File: config.mk
export PLATFORM = sky130hd
export DESIGN_NAME = cmdsel_top
export DESIGN_NICKNAME = d
export VERILOG_FILES = /design/src/verilog/cmdsel_pkg.sv /design/src/verilog/cmdsel_grant.sv /design/src/verilog/cmdsel_top.sv
export SDC_FILE = /design/constraint.sdc
export NUM_CORES = 1
export LEC_CHECK = 0
export BUFFER_PORTS_ARGS = -buffer_cell sky130_fd_sc_hd__buf_2
export CAP_MARGIN = 15
export CORE_ASPECT_RATIO = 0.75
export CORE_MARGIN = 2
export CORE_UTILIZATION = 55
export CTS_CLUSTER_DIAMETER = 150
export CTS_CLUSTER_SIZE = 25
export DETAILED_ROUTE_END_ITERATION = 10
export PLACE_DENSITY_LB_ADDON = 0.15
export SKIP_CTS_REPAIR_TIMING = 1
export SYNTH_ARGS = -nofsm -noshare
export SYNTH_HDL_FRONTEND = slang
export SYNTH_SLANG_ARGS = --single-unit
File: constraint.sdc
create_clock -name clk -period 4.8 [get_ports clk]
set_clock_uncertainty 0.05 [all_clocks]
set_input_delay 0.96 -clock clk [delete_from_list [all_inputs] [get_ports clk]]
set_output_delay 0.96 -clock clk [all_outputs]
set_load 0.005 [all_outputs]
File: src/verilog/cmdsel_pkg.sv
// package: constants and types for the command source selection block
package cmdsel_pkg;
	// setting values
	localparam logic [15:0] CMDSEL_SRC_COMM = 16'h0000;
	localparam logic [15:0] CMDSEL_SRC_EXT = 16'h0001;
	localparam logic [15:0] CMDSEL_SRC_EXT_FB = 16'h0002;
	localparam logic [15:0] CMDSEL_NET_OPTION = 16'h0000;
	localparam logic [15:0] CMDSEL_NET_PUCONN = 16'h0002;
	localparam logic [15:0] CMDSEL_SET_AUTO = 16'h270f;
	localparam logic [15:0] CMDSEL_PU_PUCONN = 16'h0002;
	localparam logic [15:0] CMDSEL_PU_USB = 16'h0003;
	localparam logic [15:0] CMDSEL_PU_PANEL = 16'h0004;
	// reset values of the settings
	localparam logic [15:0] CMDSEL_START_RST = 16'h0000;
	localparam logic [15:0] CMDSEL_FREQ_RST = 16'h0000;
	localparam logic [15:0] CMDSEL_NET_RST = 16'h270f;
	localparam logic [15:0] CMDSEL_PANEL_RST = 16'h270f;
	// register select codes on the settings write port
	localparam logic [1:0] CMDSEL_REG_START = 2'h0;
	localparam logic [1:0] CMDSEL_REG_FREQ = 2'h1;
	localparam logic [1:0] CMDSEL_REG_NET = 2'h2;
	localparam logic [1:0] CMDSEL_REG_PANEL = 2'h3;
	// interface identifiers, one-hot bit positions
	localparam int CMDSEL_IF_PANEL = 0;
	localparam int CMDSEL_IF_USB = 1;
	localparam int CMDSEL_IF_PUNIT = 2;
	localparam int CMDSEL_IF_RS485 = 3;
	localparam int CMDSEL_IF_OPTION = 4;
	localparam int CMDSEL_NIF = 5;
	// operation modes seen by this block
	typedef enum logic [1:0] {
		CMDSEL_MODE_EXT,
		CMDSEL_MODE_PU,
		CMDSEL_MODE_NET
	} cmdsel_mode_t;
endpackage

File: src/verilog/cmdsel_grant.sv
// grant decoder: owner of local_unit_mode and network_mode rights
`timescale 1ns/1ns
module cmdsel_grant
	import cmdsel_pkg::*;
(
	// latched settings
	input wire logic [15:0] net_set,
	input wire logic [15:0] pu_set,
	// attachment detection
	input wire logic usb_att,
	input wire logic punit_att,
	input wire logic option_fit,
	// decoded one-hot owners
	output logic [CMDSEL_NIF-1:0] pu_owner,
	output logic [CMDSEL_NIF-1:0] net_owner,
	output logic net_block
);
	logic [CMDSEL_NIF-1:0] pu_auto;
	logic net_to_option;
	logic both_pu;

	// attachment priority usb, then parameter unit, then panel
	assign pu_auto = usb_att ? (5'h01 << CMDSEL_IF_USB) :
		punit_att ? (5'h01 << CMDSEL_IF_PUNIT) :
		(5'h01 << CMDSEL_IF_PANEL);

	// rs485 traffic never steers local rights; fixed or auto only
	always_comb begin
		case (pu_set)
			CMDSEL_PU_PUCONN: pu_owner = 5'h01 << CMDSEL_IF_RS485;
			CMDSEL_PU_USB: pu_owner = 5'h01 << CMDSEL_IF_USB;
			CMDSEL_PU_PANEL: pu_owner = 5'h01 << CMDSEL_IF_PANEL;
			default: pu_owner = pu_auto;
		endcase
	end

	// network rights to option or to the pu connector
	assign net_to_option = (net_set == CMDSEL_NET_OPTION) ||
		((net_set != CMDSEL_NET_PUCONN) && option_fit);
	assign both_pu = (net_set == CMDSEL_NET_PUCONN) &&
		(pu_set == CMDSEL_PU_PUCONN);
	assign net_owner = net_to_option ? (5'h01 << CMDSEL_IF_OPTION) :
		(5'h01 << CMDSEL_IF_RS485);

	// block network mode with no option fitted where it is needed
	assign net_block = !option_fit &&
		(net_to_option || both_pu);
endmodule

File: src/verilog/cmdsel_top.sv
// command source selection: settings, sampling, grants and request gating
`timescale 1ns/1ns
// Summary of operation
// - start source: 0 communication, 1 external terminals; resets to 0.
// - frequency source: 0 comm, 1 external, 2 external else comm.
// - network setting 0 grants network rights only to the option.
// - network setting 2 grants network rights to rs485 on pu connector.
// - network auto: option when fitted, else rs485 on the pu connector.
// - local setting 2 pu connector, 3 usb, 4 operation panel.
// - local auto: usb first, then parameter unit, then panel.
// - rs485 traffic never moves local rights to the pu connector.
// - both settings 2: local wins; no option means no network mode.
// - option granted but not fitted blocks switching to network mode.
// - changed settings take effect only at reset or power-on.
// - modbus rtu rejected in local mode; hosts use network mode.
// - mode lamps off in local mode whenever panel is not the command source.
// - reads and monitoring accepted from any interface, any mode.
// - writes and starts run only from the interface holding rights.
// - network and local settings writable despite write protection.
// - settings writable with user group read 0 or option connected.
module cmdsel_top
	import cmdsel_pkg::*;
(
	// clock, reset, enable
	input wire logic clk,
	input wire logic rst,
	input wire logic ce,
	// settings write port
	input wire logic set_wr,
	input wire logic [1:0] set_sel,
	input wire logic [15:0] set_wdata,
	input wire logic [15:0] user_group_read_selection,
	input wire logic [15:0] write_protect_selection,
	output logic set_wr_ack,
	output logic set_wr_nak,
	// settings read port
	input wire logic [1:0] rd_sel,
	output logic [15:0] rd_data,
	// mode and attachment
	input wire cmdsel_mode_t mode,
	input wire logic usb_att,
	input wire logic punit_att,
	input wire logic option_fit,
	input wire logic ext_freq_present,
	// requests from interfaces, one bit each
	input wire logic [CMDSEL_NIF-1:0] req_write,
	input wire logic [CMDSEL_NIF-1:0] req_start,
	input wire logic [CMDSEL_NIF-1:0] req_freq,
	input wire logic [CMDSEL_NIF-1:0] req_read,
	input wire logic rs485_modbus,
	// gated requests and status
	output logic [CMDSEL_NIF-1:0] write_ok,
	output logic [CMDSEL_NIF-1:0] start_ok,
	output logic [CMDSEL_NIF-1:0] freq_ok,
	output logic [CMDSEL_NIF-1:0] read_ok,
	output logic [CMDSEL_NIF-1:0] owner,
	output logic start_from_ext,
	output logic freq_from_ext,
	output logic analog_ignore,
	output logic net_switch_block,
	output logic lamps_enable
);
	// stored settings and the copies that act
	logic [15:0] start_r = CMDSEL_START_RST;
	logic [15:0] freq_r = CMDSEL_FREQ_RST;
	logic [15:0] net_r = CMDSEL_NET_RST;
	logic [15:0] panel_r = CMDSEL_PANEL_RST;
	logic [15:0] start_act_r, freq_act_r, net_act_r, panel_act_r;
	logic load_r;
	logic [CMDSEL_NIF-1:0] pu_own, net_own, own_nxt;
	logic net_blk, wr_allow, wr_legal;
	logic [15:0] rd_nxt;
	logic [CMDSEL_NIF-1:0] w_nxt, s_nxt, f_nxt;
	logic sx_nxt, fx_nxt, an_nxt;

	// legal setting values per register
	function automatic logic legal(input logic [1:0] sel,
		input logic [15:0] v);
		case (sel)
			CMDSEL_REG_START: legal = v <= CMDSEL_SRC_EXT;
			CMDSEL_REG_FREQ: legal = v <= CMDSEL_SRC_EXT_FB;
			CMDSEL_REG_NET: legal = v == CMDSEL_NET_OPTION ||
				v == CMDSEL_NET_PUCONN || v == CMDSEL_SET_AUTO;
			default: legal = (v >= CMDSEL_PU_PUCONN &&
				v <= CMDSEL_PU_PANEL) || v == CMDSEL_SET_AUTO;
		endcase
	endfunction

	// write gating ignores write protection entirely
	assign wr_allow = (user_group_read_selection == 16'h0000) ||
		option_fit;
	assign wr_legal = set_wr && wr_allow && legal(set_sel, set_wdata);

	// stored settings survive rst so that a new value acts after it;
	// they hold their reset values from power-up until written
	always_ff @(posedge clk) begin
		if (!rst && ce && wr_legal) begin
			case (set_sel)
				CMDSEL_REG_START: start_r <= set_wdata;
				CMDSEL_REG_FREQ: freq_r <= set_wdata;
				CMDSEL_REG_NET: net_r <= set_wdata;
				default: panel_r <= set_wdata;
			endcase
		end
	end

	// acting copies load once after reset release only
	always_ff @(posedge clk or posedge rst) begin
		if (rst) begin
			load_r <= 1'b1;
			start_act_r <= CMDSEL_START_RST;
			freq_act_r <= CMDSEL_FREQ_RST;
			net_act_r <= CMDSEL_NET_RST;
			panel_act_r <= CMDSEL_PANEL_RST;
		end else if (ce && load_r) begin
			load_r <= 1'b0;
			start_act_r <= start_r;
			freq_act_r <= freq_r;
			net_act_r <= net_r;
			panel_act_r <= panel_r;
		end
	end

	// decode owners from acting settings
	cmdsel_grant u_grant (
		.net_set(net_act_r),
		.pu_set(panel_act_r),
		.usb_att(usb_att),
		.punit_att(punit_att),
		.option_fit(option_fit),
		.pu_owner(pu_own),
		.net_owner(net_own),
		.net_block(net_blk)
	);

	// owner by mode; external mode has no communication owner
	assign own_nxt = (mode == CMDSEL_MODE_PU) ? pu_own :
		(mode == CMDSEL_MODE_NET && !net_blk) ? net_own : 5'h00;

	// gating: owner only, modbus refused outside network mode
	assign w_nxt = req_write & own_nxt &
		~((rs485_modbus && mode != CMDSEL_MODE_NET) ?
		(5'h01 << CMDSEL_IF_RS485) : 5'h00);
	assign sx_nxt = start_act_r == CMDSEL_SRC_EXT;
	assign s_nxt = sx_nxt ? 5'h00 : (req_start & w_nxt | req_start &
		own_nxt & ~(req_write & ~w_nxt) & ~((rs485_modbus &&
		mode != CMDSEL_MODE_NET) ? (5'h01 << CMDSEL_IF_RS485) :
		5'h00));
	assign fx_nxt = (freq_act_r == CMDSEL_SRC_EXT) ||
		(freq_act_r == CMDSEL_SRC_EXT_FB && ext_freq_present);
	assign an_nxt = freq_act_r == CMDSEL_SRC_EXT_FB && !ext_freq_present;
	assign f_nxt = fx_nxt ? 5'h00 : req_freq & own_nxt &
		~((rs485_modbus && mode != CMDSEL_MODE_NET) ?
		(5'h01 << CMDSEL_IF_RS485) : 5'h00);

	// read mux of stored settings
	assign rd_nxt = (rd_sel == CMDSEL_REG_START) ? start_r :
		(rd_sel == CMDSEL_REG_FREQ) ? freq_r :
		(rd_sel == CMDSEL_REG_NET) ? net_r : panel_r;

	// registered outputs
	always_ff @(posedge clk or posedge rst) begin
		if (rst) begin
			owner <= 5'h00;
			write_ok <= 5'h00;
			start_ok <= 5'h00;
			freq_ok <= 5'h00;
			read_ok <= 5'h00;
			start_from_ext <= 1'b0;
			freq_from_ext <= 1'b0;
			analog_ignore <= 1'b0;
			net_switch_block <= 1'b0;
			lamps_enable <= 1'b0;
			rd_data <= 16'h0000;
			set_wr_ack <= 1'b0;
			set_wr_nak <= 1'b0;
		end else if (ce) begin
			owner <= own_nxt;
			write_ok <= w_nxt;
			start_ok <= s_nxt;
			freq_ok <= f_nxt;
			read_ok <= req_read;
			start_from_ext <= sx_nxt;
			freq_from_ext <= fx_nxt;
			analog_ignore <= an_nxt;
			net_switch_block <= net_blk;
			lamps_enable <= mode != CMDSEL_MODE_PU ||
				own_nxt[CMDSEL_IF_PANEL];
			rd_data <= rd_nxt;
			set_wr_ack <= wr_legal;
			set_wr_nak <= set_wr && !wr_legal;
		end
	end

	// each right held by at most one interface
	owner_onehot_a: assert property (@(posedge clk)
		disable iff (rst) $onehot0(owner))
		else $error("two owners at once");
	// writes only from the owner
	write_owner_a: assert property (@(posedge clk)
		disable iff (rst) (write_ok & ~owner) == 5'h00)
		else $error("write by non owner");
	// starts only from the owner
	start_owner_a: assert property (@(posedge clk)
		disable iff (rst) (start_ok & ~owner) == 5'h00)
		else $error("start by non owner");
	// frequency commands only from the owner
	freq_owner_a: assert property (@(posedge clk)
		disable iff (rst) (freq_ok & ~owner) == 5'h00)
		else $error("frequency by non owner");
	// settings act only after a reset
	settings_hold_a: assert property (@(posedge clk)
		disable iff (rst) !load_r && ce |=>
		$stable(start_act_r) && $stable(freq_act_r) &&
		$stable(net_act_r) && $stable(panel_act_r))
		else $error("acting setting changed");
	// network mode blocked without option when option granted
	net_block_a: assert property (@(posedge clk)
		disable iff (rst) ce && !option_fit &&
		net_act_r == CMDSEL_NET_OPTION |=> net_switch_block)
		else $error("network not blocked");
	// external start gives no communication start
	start_ext_a: assert property (@(posedge clk)
		disable iff (rst) start_from_ext |-> start_ok == 5'h00)
		else $error("comm start with external source");
	// external frequency gives no communication frequency
	freq_ext_a: assert property (@(posedge clk)
		disable iff (rst) freq_from_ext |-> freq_ok == 5'h00)
		else $error("comm frequency with external source");
	// fallback setting with no external input ignores the analog pin
	analog_fallback_a: assert property (@(posedge clk)
		disable iff (rst) ce && freq_act_r == CMDSEL_SRC_EXT_FB &&
		!ext_freq_present |=> analog_ignore && !freq_from_ext)
		else $error("analog input not ignored");
	// option setting gives network rights to a fitted option
	net_option_a: assert property (@(posedge clk)
		disable iff (rst) ce && mode == CMDSEL_MODE_NET &&
		net_act_r == CMDSEL_NET_OPTION && option_fit |=>
		owner == (5'h01 << CMDSEL_IF_OPTION))
		else $error("option lacks network rights");
	// connector setting gives network rights to rs485
	net_fixed_a: assert property (@(posedge clk)
		disable iff (rst) ce && mode == CMDSEL_MODE_NET &&
		net_act_r == CMDSEL_NET_PUCONN &&
		(option_fit || panel_act_r != CMDSEL_PU_PUCONN) |=>
		owner == (5'h01 << CMDSEL_IF_RS485))
		else $error("rs485 lacks network rights");
	// auto network setting: option when fitted, else rs485
	net_auto_a: assert property (@(posedge clk)
		disable iff (rst) ce && mode == CMDSEL_MODE_NET &&
		net_act_r == CMDSEL_SET_AUTO |=>
		owner == ($past(option_fit) ? (5'h01 << CMDSEL_IF_OPTION) :
		(5'h01 << CMDSEL_IF_RS485)))
		else $error("wrong automatic network owner");
	// usb setting gives local rights to usb
	pu_fixed_a: assert property (@(posedge clk)
		disable iff (rst) ce && mode == CMDSEL_MODE_PU &&
		panel_act_r == CMDSEL_PU_USB |=>
		owner == (5'h01 << CMDSEL_IF_USB))
		else $error("usb lacks local rights");
	// auto local setting puts an attached usb first
	pu_auto_a: assert property (@(posedge clk)
		disable iff (rst) ce && mode == CMDSEL_MODE_PU &&
		panel_act_r == CMDSEL_SET_AUTO && usb_att |=>
		owner == (5'h01 << CMDSEL_IF_USB))
		else $error("usb not first in automatic choice");
	// rs485 gets local rights only by the connector setting
	rs485_local_a: assert property (@(posedge clk)
		disable iff (rst) ce && mode == CMDSEL_MODE_PU &&
		panel_act_r != CMDSEL_PU_PUCONN |=> !owner[CMDSEL_IF_RS485])
		else $error("rs485 took local rights");
	// both on the connector with no option blocks network mode
	both_pu_a: assert property (@(posedge clk)
		disable iff (rst) ce && !option_fit &&
		net_act_r == CMDSEL_NET_PUCONN &&
		panel_act_r == CMDSEL_PU_PUCONN |=> net_switch_block)
		else $error("network mode not blocked");
	// lamps off when panel is not the source in local mode
	lamps_off_a: assert property (@(posedge clk)
		disable iff (rst) ce && mode == CMDSEL_MODE_PU &&
		!own_nxt[CMDSEL_IF_PANEL] |=> !lamps_enable)
		else $error("lamps lit");
	// modbus on rs485 never passes in local mode
	modbus_reject_a: assert property (@(posedge clk)
		disable iff (rst) ce && rs485_modbus &&
		mode == CMDSEL_MODE_PU |=> !write_ok[CMDSEL_IF_RS485] &&
		!start_ok[CMDSEL_IF_RS485] && !freq_ok[CMDSEL_IF_RS485])
		else $error("modbus passed in local mode");
	// reads always answered
	read_any_a: assert property (@(posedge clk)
		disable iff (rst) ce |=> read_ok == $past(req_read))
		else $error("read refused");
	// network and local settings writable with write protection at 0 or 1
	wp_ignored_a: assert property (@(posedge clk)
		disable iff (rst) ce && set_wr && option_fit &&
		write_protect_selection <= 16'h0001 &&
		(set_sel == CMDSEL_REG_NET || set_sel == CMDSEL_REG_PANEL) &&
		legal(set_sel, set_wdata) |=> set_wr_ack)
		else $error("write protection applied");
	// no group permission and no option refuses the write
	group_gate_a: assert property (@(posedge clk)
		disable iff (rst) ce && set_wr && !option_fit &&
		user_group_read_selection != 16'h0000 |=> set_wr_nak)
		else $error("write let through without permission");
	// enable low freezes the registered outputs
	ce_freeze_a: assert property (@(posedge clk)
		disable iff (rst) !ce |=> $stable(owner) &&
		$stable(write_ok) && $stable(start_ok) &&
		$stable(lamps_enable) && $stable(rd_data))
		else $error("state moved with enable low");
endmodule

==> reports/results.ini <==
[timing]
fmax_mhz=358
drv_slew=0
setup_viol=0
period_share_pct=58.2
relSlewSlack_pct=40.9
fin_tns_setup_ns=0
finalCriticalPeriod_ns=2.79
setup_ws_ns=2.01
rsz0062_at_grt=no
tightest_slew_ns=0.887
final_hold_viol_count=0

[drt]
drc=0
drt_iter0_drc=360
final_antenna_net_count=0
vias_per_cell=5.91
first_pass_iters=5
wirelength_mm=15.3
routed-via-count=4250
routedWlPerCell_um=21.3

[floorplanning]
rows=35
die_w_um=134
start_util_pct=56.5
io_pins=131
die_h_um=101
fp.dieArea_um2=13600
coreArea_um2=12300

[global_route]
grt_pass1_wl_mm=23.9
grtUsageMet3_pct=5.21
antenna_found_initial=0
grtUsageTotal_pct=24.0
grt_max_degree=114
grt_pass1_vias=4270
grt_use_met1_pct=35.6
overflow=0
use_met2_pct=36.3
grt_busiest_layer=met2

[clock_network]
cts_sinks=177
path_clk_slew_ns=0.06
clock_latency_ns=0.42
clockRootBuffer=clkbuf_16
cts_max_level=4
clockBufferDepth=2
cts_tree=done
numCtsBuffers=17

[pwr]
ir_drop_mv=0.336
power_density_nw_per_um2=366
finalPower_mw=3.05
leakage_nw=3.68

[logic_synthesis]
ys_warn_count=0
ys_seq_area_share_pct=68.6
syn_inst=416
synth_edf_count=64
synth_nets=499
ys_async_sr_fraction_pct=63.8
synth.avg_cell_area_um2=16.7
synth_ff_type=dfrtp_1
synthDistinctLibCells=42
synth-seq-cells=177
netlist_area_um2=6950

[worst_setup_path]
cp-end-kind=flop
path_cells=buf_2 > or4_1 > nor2_1 > o21ai_1 > a2111o_1 > nor3b_2 > buf_4
cpMaxStageDelayCell=or4_1
crit_path_max_incr_delay_ns=0.52
criticalPathCategory=input pin to flop
cp_max_fo=16
crit_required_ns=4.84
arrival_ns=2.83
crit_family=simple AND/OR/NAND/NOR gates
crit_buf_inv=2
cp-start-kind=input pin

[finish]
layout.nets=623
finalNonFillerCells=719
drive_gt1_share_pct=50.1
area_growth_pct=19.7
multi_input_area_um2=2120
antenna_cells=0
n_fill_cell=877
seqCellArea_um2=4770

[placement]
place.gp.congestion=0.770
io_buffers=114
dp_hpwl_mm=10.3
placedCellCount=687
pre_cts_ws_ns=1.60

[outcome]
outcome=complete, no violations

[hold_path]
hold_path.class=flop to flop

[flow_run]
drv_cap=0

cell usage after synthesis, types with 3 or more instances:
cell type / number / area share, %
a21o_1: 4 / 0.43
a21oi_1: 3 / 0.22
a22o_1: 4 / 0.50
a32o_1: 12 / 1.7
clkbuf_1: 13 / 0.70
dfrtp_1: 96 / 35
dfstp_2: 17 / 6.4
edfxtp_1: 64 / 28
inv_1: 3 / 0.16
mux2_2: 87 / 14
mux2i_1: 3 / 0.43
mux4_2: 16 / 5.2
nand2_1: 13 / 0.70
nand4_1: 6 / 0.54
nor2_1: 15 / 0.81
nor3_1: 4 / 0.29
nor4_1: 16 / 1.4
nor4b_1: 3 / 0.38
o21ai_0: 5 / 0.36
cell usage in the layout, fill, tap and decap left out, types with 6 or more instances in the layout:
| master | netlist | final |
|---|---|---|
| buf_2 | 2 | 114 |
| dfrtp_1 | 96 | 96 |
| mux2_2 | 87 | 87 |
| edfxtp_1 | 64 | 64 |
| clkbuf_16 | 0 | 18 |
| dfstp_2 | 17 | 17 |
| nor4_1 | 16 | 16 |
| mux4_2 | 16 | 16 |
| nor2_1 | 15 | 15 |
| nand2_1 | 13 | 12 |
| a32o_1 | 12 | 12 |
| nand4_1 | 6 | 6 |
| buf_4 | 1 | 6 |
per-layer routing:
| metal | wire [um] | up-vias |
|---|---|---|
| met3 | 917 | 18 |
| met2 | 7140 | 149 |
| li1 | - | 1862 |
| met1 | 6990 | 2221 |
| met5 | 0 | - |
| met4 | 235 | 0 |
power breakdown:
| part | total [mW] | switching (mW) | internal (mW) |
|---|---|---|---|
| logic | 0.160 | 0.0859 | 0.0742 |
| registers | 1.60 | 0.0112 | 1.59 |
| clock network | 1.29 | 0.562 | 0.723 |
area by class of cell:
cell class              instances  area share [%]
clock buffers                  21            5.79
clock inverters                11           0.978
inverters                       3           0.181
multi-input cells             220            25.5
flip-flops and latches        177            57.4
well taps                     166            2.50
repair buffers                121            7.64
worst reg2reg max path, cell delays in order (launching register included):
cell and delay, ns:
dfstp_2 0.37, nor4_1 0.53, and4_1 0.42, mux2i_1 0.22, o21ai_0 0.22, mux2_2 0.33
final timing paths:
| path | cells after the start | slack, ns | from | end |
|---|---|---|---|---|
| min in group asynchronous | 3 | 0.75 | rst | owner[1] |
| max in group asynchronous | 3 | 3.49 | rst | rd_data[11] |
| worst min register to register | 1 | 0.43 | owner[4] | owner[4] |
| worst max-delay path | 7 | 2.01 | set_wdata[3] | net_r[15] |
| worst max register to register | 5 | 2.55 | net_act_r[8] | owner[3] |
| worst min-delay path | 1 | 0.43 | owner[4] | owner[4] |
registers in the layout, summed over array words and instances (netlist names):
register and flops:
analog_ignore 1, freq_act_r 16, freq_from_ext 1, freq_ok 5, freq_r 16, lamps_enable 1, load_r 1, net_act_r 16
net_r 16, net_switch_block 1, owner 5, panel_act_r 16, panel_r 16, rd_data 16, read_ok 5, set_wr_ack 1
set_wr_nak 1, start_act_r 16, start_from_ext 1, start_ok 5, start_r 16, write_ok 5
cells by family after synthesis:
logic type | synth area share [%]
AOI/OAI and AO/OA | 4.82
buffers and inverters | 1.12
DFF | 68.6
muxes | 19.7
and+or+nand+nor | 5.71
through the flow:
step           instance area [um^2]  hold slack (ns)  utilization, %
5_1_grt                        8320            0.455            67.6
3_3_place_gp                   7750            0.407            63.0
4_1_cts                        8320            0.427            67.6
2_1_floorplan                  6950            0.416               -
3_5_place_dp                   7750            0.414            63.0
6_report                       8320            0.428            67.6
(Power assumes the default switching activity.)
